[src/asalu_params.svh]
// Purpose: Constants for the add and shift datapath.
// Assumes: Included by bare name from the interface, the adder and the core.
// Notes: Definitions only.
`ifndef ASALU_PARAMS_SVH
`define ASALU_PARAMS_SVH
`define ASALU_DATA_W      8
`define ASALU_ADDR_W      7
`define ASALU_PTR_W       16
`define ASALU_OFS_W       6
`define ASALU_NIB_MSB     3
`define ASALU_DATA_MSB    7
`define ASALU_ACC_RST     8'h00
`define ASALU_PTR_RST     16'h0000
`define ASALU_FLAG_RST    1'b0
`define ASALU_WADDR_RST   7'h00
`define ASALU_WDATA_RST   8'h00
`endif

[src/asalu_pkg.sv]
// Purpose: Types for the add and shift datapath.
// Assumes: Opcode codes other than ASALU_OP_NONE are one-hot.
// Notes: Constants live in the header.
package asalu_pkg;
	typedef enum logic [7:0]
	{
		ASALU_OP_NONE = 8'h00,
		ASALU_OP_PTR  = 8'h01,
		ASALU_OP_ANDL = 8'h02,
		ASALU_OP_ADDL = 8'h04,
		ASALU_OP_ANDF = 8'h08,
		ASALU_OP_ADDF = 8'h10,
		ASALU_OP_ADDC = 8'h20,
		ASALU_OP_ASR  = 8'h40
	} asalu_op_t;
endpackage

[src/asalu_flag_if.sv]
// Purpose: Carries a computed result and its flags between the datapath modules.
// Assumes: One clock domain.
// Notes: The core drives operands, the flag unit returns results.
`timescale 1ns/10ps
`include "asalu_params.svh"
interface asalu_flag_if;
	logic [`ASALU_DATA_W-1:0] a;
	logic [`ASALU_DATA_W-1:0] b;
	logic                     cin;
	logic                     do_add;
	logic [`ASALU_DATA_W-1:0] sum;
	logic                     cout;
	logic                     dcout;
	logic                     zero;
	modport core (output a, b, cin, do_add, input sum, cout, dcout, zero);
	modport unit (input a, b, cin, do_add, output sum, cout, dcout, zero);
endinterface

[src/asalu_adder.sv]
// Purpose: Eight-bit adder or AND with carry, nibble carry and zero.
// Assumes: Purely combinational.
// Notes: When do_add is low the result is a AND b.
`timescale 1ns/10ps
`include "asalu_params.svh"
module asalu_adder
(
	asalu_flag_if.unit f
);
	wire [`ASALU_NIB_MSB+1:0]  low_sum;
	wire [`ASALU_DATA_W:0]     full_sum;
	wire [`ASALU_DATA_W-1:0]   result;
	assign low_sum  = {1'b0, f.a[`ASALU_NIB_MSB:0]} + {1'b0, f.b[`ASALU_NIB_MSB:0]}
		+ {4'h0, f.cin};
	assign full_sum = {1'b0, f.a} + {1'b0, f.b} + {8'h00, f.cin};
	assign result   = f.do_add ? full_sum[`ASALU_DATA_W-1:0] : (f.a & f.b);
	assign f.sum    = result;
	assign f.cout   = full_sum[`ASALU_DATA_W];
	assign f.dcout  = low_sum[`ASALU_NIB_MSB+1];
	assign f.zero   = (result == 8'h00);
endmodule

[src/asalu_core.sv]
// Purpose: Datapath for add, AND, add with carry, shift and pointer offset.
// Assumes: The decoder gives one opcode per cycle with operands valid in that cycle.
// Notes: Results, flags and pointers are registered and appear one cycle later.
// Contract
// - Pointer offset adds signed six-bit literal, flags untouched.
// - Pointer wraps modulo sixty-five thousand five hundred thirty-six.
// - AND literal into accumulator, zero flag only.
// - Add literal into accumulator, updates carry, nibble, zero.
// - AND register, seven-bit address, zero flag only.
// - Destination bit zero accumulator, one register.
// - Add register to accumulator, updates three flags.
// - Arithmetic shift right, bit zero to carry.
// - Add with carry includes current carry flag.
`timescale 1ns/10ps
`include "asalu_params.svh"
module asalu_core
(
	input  wire logic                     clk_sys,
	input  wire logic                     sys_rst,
	input  wire asalu_pkg::asalu_op_t     op,
	input  wire logic [`ASALU_DATA_W-1:0] literal,
	input  wire logic [`ASALU_OFS_W-1:0]  pointer_offset,
	input  wire logic                     pointer_sel,
	input  wire logic [`ASALU_ADDR_W-1:0] reg_addr,
	input  wire logic                     dest_bit,
	input  wire logic [`ASALU_DATA_W-1:0] reg_rdata,
	output logic [`ASALU_DATA_W-1:0]      acc,
	output logic                          carry_flag,
	output logic                          nibble_carry_flag,
	output logic                          zero_flag,
	output logic [`ASALU_PTR_W-1:0]       indirect_pointer0,
	output logic [`ASALU_PTR_W-1:0]       indirect_pointer1,
	output logic                          reg_we,
	output logic [`ASALU_ADDR_W-1:0]      reg_waddr,
	output logic [`ASALU_DATA_W-1:0]      reg_wdata
);
	// The shared adder forms the sum or the AND, with both carries and the zero test.
	asalu_flag_if fif ();

	asalu_adder u_adder
	(
		.f (fif)
	);

	// Sign-extends the offset and adds it; the sum keeps only the pointer width, so it wraps.
	function automatic logic [`ASALU_PTR_W-1:0] asalu_ptr_add
	(
		input logic [`ASALU_PTR_W-1:0] p,
		input logic [`ASALU_OFS_W-1:0] k
	);
		logic [`ASALU_PTR_W-1:0] ext;
		ext = {{(`ASALU_PTR_W-`ASALU_OFS_W){k[`ASALU_OFS_W-1]}}, k};
		return p + ext;
	endfunction

	// Shifts right by one and copies the sign bit back into the top bit.
	function automatic logic [`ASALU_DATA_W-1:0] asalu_asr
	(
		input logic [`ASALU_DATA_W-1:0] v
	);
		return {v[`ASALU_DATA_MSB], v[`ASALU_DATA_MSB:1]};
	endfunction

	// Tells whether a data word is all zeros.
	function automatic logic asalu_is_zero
	(
		input logic [`ASALU_DATA_W-1:0] v
	);
		return (v == {`ASALU_DATA_W{1'b0}});
	endfunction

	// An opcode that is not one of the seven codes selects nothing and leaves accumulator, flags and pointers unchanged; the write strobe goes low.
	wire                     is_ptr;
	wire                     is_andl;
	wire                     is_addl;
	wire                     is_andf;
	wire                     is_addf;
	wire                     is_addc;
	wire                     is_asr;
	wire                     is_lit;
	wire                     is_add;
	wire                     is_logic;
	wire                     is_file;
	wire                     sel_ptr0;
	wire                     sel_ptr1;
	wire                     to_reg;
	wire                     to_acc;
	wire [`ASALU_DATA_W-1:0] shift_res;
	wire                     shift_zero;
	wire [`ASALU_DATA_W-1:0] result;
	wire [`ASALU_DATA_W-1:0] next_acc;
	wire                     next_carry;
	wire                     next_nibble;
	wire                     next_zero;
	wire [`ASALU_PTR_W-1:0]  next_ptr0;
	wire [`ASALU_PTR_W-1:0]  next_ptr1;
	wire                     next_we;
	wire [`ASALU_ADDR_W-1:0] next_waddr;
	wire [`ASALU_DATA_W-1:0] next_wdata;

	assign is_ptr   = (op == asalu_pkg::ASALU_OP_PTR);
	assign is_andl  = (op == asalu_pkg::ASALU_OP_ANDL);
	assign is_addl  = (op == asalu_pkg::ASALU_OP_ADDL);
	assign is_andf  = (op == asalu_pkg::ASALU_OP_ANDF);
	assign is_addf  = (op == asalu_pkg::ASALU_OP_ADDF);
	assign is_addc  = (op == asalu_pkg::ASALU_OP_ADDC);
	assign is_asr   = (op == asalu_pkg::ASALU_OP_ASR);
	assign is_lit   = is_andl | is_addl;
	assign is_add   = is_addl | is_addf | is_addc;
	assign is_logic = is_andl | is_andf;
	assign is_file  = is_andf | is_addf | is_addc | is_asr;
	assign sel_ptr0 = is_ptr & ~pointer_sel;
	assign sel_ptr1 = is_ptr & pointer_sel;
	assign to_reg   = is_file & dest_bit;
	assign to_acc   = is_lit | (is_file & ~dest_bit);

	// The adder always sees the accumulator; the second operand is the literal or the register.
	assign fif.a      = acc;
	assign fif.b      = is_lit ? literal : reg_rdata;
	assign fif.cin    = is_addc & carry_flag;
	assign fif.do_add = is_add;

	assign shift_res  = asalu_asr(reg_rdata);
	assign shift_zero = asalu_is_zero(shift_res);
	assign result     = is_asr ? shift_res : fif.sum;

	// A flag that the operation does not name keeps its value.
	assign next_acc    = to_acc ? result : acc;
	assign next_carry  = is_add ? fif.cout : (is_asr ? reg_rdata[0] : carry_flag);
	assign next_nibble = is_add ? fif.dcout : nibble_carry_flag;
	assign next_zero   = is_asr ? shift_zero
		: ((is_add | is_logic) ? fif.zero : zero_flag);
	assign next_ptr0   = sel_ptr0 ? asalu_ptr_add(indirect_pointer0, pointer_offset)
		: indirect_pointer0;
	assign next_ptr1   = sel_ptr1 ? asalu_ptr_add(indirect_pointer1, pointer_offset)
		: indirect_pointer1;
	assign next_we     = to_reg;
	assign next_waddr  = reg_addr;
	assign next_wdata  = result;

	// The accumulator and each flag have their own short register process.
	always_ff @(posedge clk_sys or posedge sys_rst)
	begin
		if (sys_rst)
		begin
			acc <= `ASALU_ACC_RST;
		end
		else
		begin
			acc <= next_acc;
		end
	end

	always_ff @(posedge clk_sys or posedge sys_rst)
	begin
		if (sys_rst)
		begin
			carry_flag <= `ASALU_FLAG_RST;
		end
		else
		begin
			carry_flag <= next_carry;
		end
	end

	always_ff @(posedge clk_sys or posedge sys_rst)
	begin
		if (sys_rst)
		begin
			nibble_carry_flag <= `ASALU_FLAG_RST;
		end
		else
		begin
			nibble_carry_flag <= next_nibble;
		end
	end

	always_ff @(posedge clk_sys or posedge sys_rst)
	begin
		if (sys_rst)
		begin
			zero_flag <= `ASALU_FLAG_RST;
		end
		else
		begin
			zero_flag <= next_zero;
		end
	end

	// The two pointers move only on their own selection.
	always_ff @(posedge clk_sys or posedge sys_rst)
	begin
		if (sys_rst)
		begin
			indirect_pointer0 <= `ASALU_PTR_RST;
		end
		else
		begin
			indirect_pointer0 <= next_ptr0;
		end
	end

	always_ff @(posedge clk_sys or posedge sys_rst)
	begin
		if (sys_rst)
		begin
			indirect_pointer1 <= `ASALU_PTR_RST;
		end
		else
		begin
			indirect_pointer1 <= next_ptr1;
		end
	end

	// Address and data follow every cycle; they matter only while the strobe is high.
	always_ff @(posedge clk_sys or posedge sys_rst)
	begin
		if (sys_rst)
		begin
			reg_we    <= 1'b0;
			reg_waddr <= `ASALU_WADDR_RST;
			reg_wdata <= `ASALU_WDATA_RST;
		end
		else
		begin
			reg_we    <= next_we;
			reg_waddr <= next_waddr;
			reg_wdata <= next_wdata;
		end
	end
endmodule

[config.mk]
export PLATFORM = sky130hd
export DESIGN_NAME = asalu_core
export DESIGN_NICKNAME = d
export VERILOG_FILES = /design/src/asalu_pkg.sv /design/src/asalu_flag_if.sv /design/src/asalu_adder.sv /design/src/asalu_core.sv
export VERILOG_INCLUDE_DIRS = /design/src /design/src/src
export SDC_FILE = /design/constraint.sdc
export NUM_CORES = 1
export LEC_CHECK = 0
export BUFFER_PORTS_ARGS = -buffer_cell sky130_fd_sc_hd__buf_2
export CAP_MARGIN = 25
export CORE_MARGIN = 10
export CORE_UTILIZATION = 59
export DETAILED_ROUTE_END_ITERATION = 7
export PLACE_DENSITY_LB_ADDON = 0.05
export SLEW_MARGIN = 20
export SYNTH_ARGS = -nofsm -noshare
export SYNTH_HDL_FRONTEND = slang
export SYNTH_SLANG_ARGS = --single-unit
[constraint.sdc]
create_clock -name clk_sys -period 5.2 [get_ports clk_sys]
set_clock_uncertainty 0.15 [all_clocks]
set_input_delay 0.26 -clock clk_sys [delete_from_list [all_inputs] [get_ports clk_sys]]
set_output_delay 0.26 -clock clk_sys [all_outputs]
set_load 0.01 [all_outputs]
Yosys cells after proc, flatten, opt, wreduce, memory -nomap -nowiden. Cells that the tools add are included.

Register bits after elaboration: 59. Word-level logic and storage cells: 50.

Reduce and logical (&&, ||, !) cells: 4. Equal/unequal tests: 7. Add/subtract/negate cells: 6. Multiplexer cells: 7. Bitwise logic cells: 17.

Operator list (count): $add 16x16->16 (2); $mux 8 (3); $logic_not 8->1 (2); $add 8x8->9 (1); $add 9x1->9 (1); $or 1x1->1 (9); $and 8x8->8 (1); $eq 8x1->1 const B (1); $eq 8x2->1 const B (1); $eq 8x3->1 const B (1); $eq 8x4->1 const B (1); $eq 8x5->1 const B (1); $eq 8x6->1 const B (1); $eq 8x7->1 const B (1); $add 4x4->5 (1); $add 5x1->5 (1); $and 1x1->1 (5); $mux 1 (4); $reduce_bool 2->1 (2); $not 1->1 (2).

Depth between registers and ports, before layout.
Depth after elaboration: 9. Depth in mapped cells: 15.

Modules after synthesis. From an unflattened synthesis, not the netlist that was laid out.

Cell total of the unflattened synthesis: 480. Area total of the unflattened synthesis: 4516.8 µm².

By module, submodules not included: asalu_core (area an instance 3938.8 µm², times used 1, cells an instance 402); asalu_adder (area an instance 578.1 µm², times used 1, cells an instance 78).

Least setup slack after synthesis. Ideal clock, no wire load.

Path kind: input to register. Start point: input port op[5]. End point: register acc[6]. Stages: 15. Setup time: 128 ps. Path buffers: 1. Arrival: 3334 ps. Path slack: 1588 ps. Cell sequence: or2_1 buf_6 nor3_1 nand2_1 mux2_2 inv_1 fa_1 fa_1 nor2b_1 nor3_1 o21a_1 nor2_1 o311ai_2 a21boi_2 mux2_1.

Longest elaborated chain between the ends: 7. Elaborated cells between the ends (all ways): 21.

RTL lines: start: declaration (line asalu_core.sv:20) `input wire asalu_pkg::asalu_op_t op,`; $eq 8x2->1 or $eq 8x3->1 (tied branches) (line asalu_core.sv:102, asalu_core.sv:103); $or 1x1->1 (line asalu_core.sv:108) `assign is_lit = is_andl | is_addl;`; $mux 8 (line asalu_core.sv:119) `assign fif.b = is_lit ? literal : reg_rdata;`; $add 8x8->9 (line asalu_adder.sv:15) `assign full_sum = {1'b0, f.a} + {1'b0, f.b} + {8'h00, f.cin};`; $add 9x1->9 (line asalu_adder.sv:15); $mux 8 (line asalu_adder.sv:16) `` assign result = f.do_add ? full_sum[`ASALU_DATA_W-1:0] : (f.a & f.b); ``; $mux 8 (*) (line asalu_core.sv:125) `assign result = is_asr ? shift_res : fif.sum;`; net next_wdata[6] (line asalu_core.sv:99) `` wire [`ASALU_DATA_W-1:0] next_wdata; ``; end signal: assignment (line asalu_core.sv:146) `` acc <= `ASALU_ACC_RST; ``; end signal: assignment (line asalu_core.sv:150) `acc <= next_acc;`; end: declaration (line asalu_core.sv:27) `` output logic [`ASALU_DATA_W-1:0] acc, ``.

Mark *: on every way through the listed nets, which the timed path passes. The rest lies on a longest branch. A chain may end at the register's enable or synchronous reset.

Worst setup path in the final report.
Start point: input port op[7]. End point: register acc[6].

The elaborated chain is that of the path after synthesis.

==> metrics.md <==
| Metric | Value |
|---|---|
| Hold Crit Class | in2async |
| Status | complete, but fails checks |
| Synth warn | 0 |
| Worst-path fanout max | 8 |
| Placement Cell Area | 4860 um^2 |
| Final hold viol count | 42 |
| Top-count cell post-synth | dfrtp_1 |
| Clk sinks | 59 |
| Crit share post-route | 0.751 |
| Port-buffer cells | 99 |
| Unrepaired setup endpoints after global routing | no |
| # IOs | 100 |
| CP required | 5.28 ns |
| Hold Slack | -0.0342 ns |
| Slew HR | 0.382 |
| Busiest grt layer | met2 |
| GP Congestion | 0.881 |
| Clock transition at path regs | 0.07 ns |
| Vias in the first global route | 3879 |
| Hold-fix buffers, CTS | 8 |
| Period minus WS final | 3.91 ns |
| Met2 GRT Util | 0.324 |
| First-pass DRT Iterations | 4 |
| DR vias/cell | 5.65 |
| Leak Pwr | 2.65 nW |
| Syn nets | 544 |
| Synth Cell Area | 4310 um^2 |
| Number of routed nets with antenna violations | 0 |
| Clock Tree Buf Depth | 2 |
| Die height | 105 um |
| # resized after CTS | 0 |
| Pwr dens | 255 nW/um^2 |
| FMAX | 256 MHz |
| Routed len/inst | 15.9 um |
| Grt met3 use | 0.0566 |
| Diode count | 0 |
| Distinct cells, synth | 64 |
| M1 GR Usage | 0.228 |
| Die X-Extent | 105 um |
| Nets | 649 |
| Final WL | 10.7 mm |
| H-tree depth | 3 |
| Via Count | 3788 |
| Initial Util | 0.601 |
| Area growth from synthesis to layout | 20.9% |
| Core Footprint | 7180 um^2 |
| CP endpoint kind | register |
| Synth area leader | dfrtp_1 |
| Post-DP HPWL | 7.94 mm |
| Worst skew pair latency | 0.34 ns |
| Setup crit start kind | input pin |
| Kind of critical path | in2reg |
| Maxcap violations | 0 |
| GR Overflow Total | 0 |
| Drt initial violations | 122 |
| Post-synth EDFFs | 0 |
| Register area share after synthesis | 0.343 |
| Post-synth top area share | 0.343 |
| Layout cells sized above 1 | 0.263 |
| Register bit total from synthesis | 59 |
| # rows | 31 |
| Global-route wire length before repair | 17.8 mm |
| Gr usage total | 0.190 |
| Cell count after synthesis | 461 |
| Die footprint | 11100 um^2 |
| # setup viols final | 0 |
| TritonCTS Buffers | 9 |
| FFs w/ async S/R, synth | 1.00 |
| Initial antenna violation count | 0 |
| Post-route cell area | 5210 um^2 |
| Setup TNS | 0 ns |
| Dominant synthesized flop cell | dfrtp_1 |
| Peak VDD IR | 0.141 mV |
| TritonCTS clock tree | built |
| Post-CTS Setup Repair Bufs | 0 |
| Average size of a mapped cell | 9.35 um^2 |
| Final slew viol count | 0 |
| CP arrival | 3.99 ns |
| Synth area leaders | dfrtp_1 34%, ha_1 11%, mux2_2 5.5% |
| List of most frequent post-synthesis cells | 59 x dfrtp_1, 44 x nand2_1, 38 x ha_1 |
| Pin count of the biggest net entering global routing | 60 |
| Worst slew pin tran | 0.928 ns |
| Failing checks | hold timing |
| Residual DRC | 0 |
| Root buf cell | clkbuf_8 |
[flip-flops by register name (all words and copies together), names as in the netlist]
signal / cells
acc: 8
carry_flag: 1
indirect_pointer0: 16
indirect_pointer1: 16
nibble_carry_flag: 1
reg_waddr: 7
reg_wdata: 8
reg_we: 1
zero_flag: 1
[path summary, 6_finish.rpt]
kind / from / to / slack [ns] / cells after the start
max: op[7] / acc[6]$_DFFE_PP0P_ / 1.29 / 15
min reg2reg: indirect_pointer0[15]$_DFFE_PP0P_ / indirect_pointer0[15]$_DFFE_PP0P_ / 0.32 / 1
min in group clk_sys: dest_bit / reg_we$_DFF_PP0_ / 0.04 / 2
max reg2reg: carry_flag$_DFFE_PP0P_ / acc[6]$_DFFE_PP0P_ / 2.18 / 12
max in group asynchronous: sys_rst / indirect_pointer0[15]$_DFFE_PP0P_ / 4.42 / 3
min: sys_rst / reg_wdata[3]$_DFF_PP0_ / -0.03 / 3
[power breakdown]
group	internal (mW)	switching [mW]	leakage, nW	total (mW)
Combinational	0.113	0.145	1.72	0.257
Sequential	0.482	0.0174	0.799	0.499
Clock	0.381	0.194	0.133	0.575
Total	0.975	0.356	2.65	1.33
[metal layers]
layer | wire (um) | up-vias | share of wire
met3 | 605 | 15 | 0.057
li1 | - | 1898 | -
met1 | 4670 | 1795 | 0.44
met2 | 5250 | 80 | 0.49
met5 | 0 | - | 0
met4 | 140 | 0 | 0.013
[through the flow]
stage | total power [mW] | hold slack (ns) | utilization | setup WS, ns | std cells
floorplan | 0.675 | 0.141 | - | 1.59 | 461
global placement | 0.751 | 0.218 | 0.677 | 1.22 | 646
detailed placement | 0.758 | 0.220 | 0.677 | 1.07 | 646
CTS | 1.35 | 0.000175 | 0.726 | 1.33 | 670
global route | 1.40 | 0.0332 | 0.726 | 1.12 | 670
finish | 1.33 | -0.0342 | 0.726 | 1.29 | 670
[worst max-delay path: stages]
cell,delay (ns)
dlygate4sd3_1,0.54
buf_2,0.16
nor3_4,0.23
nand2_1,0.31
mux2_2,0.33
inv_1,0.05
fa_1,0.43
fa_1,0.42
nor2b_1,0.19
nor3_1,0.07
o21a_1,0.20
nor2_1,0.18
o311ai_2,0.12
a21boi_2,0.20
mux2_1,0.30
[kinds of logic after synthesis]
kind of cell	count (synthesis)	share of synthesized area
DFF	59	0.343
AOI/OAI and AO/OA	138	0.210
xor gates and xnor gates	29	0.0589
muxes	25	0.0645
buffers and inverters	30	0.0322
and+or+nand+nor	138	0.163
adders and majority gates	42	0.129
[cells in the final DEF, fill, tap and decap left out, types with 10 or more instances in the layout]
master,n
nand2_1,44
a21o_1,12
o21ai_0,37
clkbuf_8,10
mux2_2,21
ha_1,38
o21a_1,12
xor2_1,21
nor2_1,32
dfrtp_1,59
buf_2,99
a21oi_1,29
nor3_1,12
inv_1,15
[cell type report]
cell class / count / area, um^2
clock buffer: 10 / 138
clock inverter: 6 / 136
fill: 572 / 1960
inverter: 16 / 60.1
multi-input combinational: 372 / 2690
sequential: 59 / 1480
tap: 99 / 124
timing repair buffer: 108 / 583
Power figures use the tool's default switching activity.
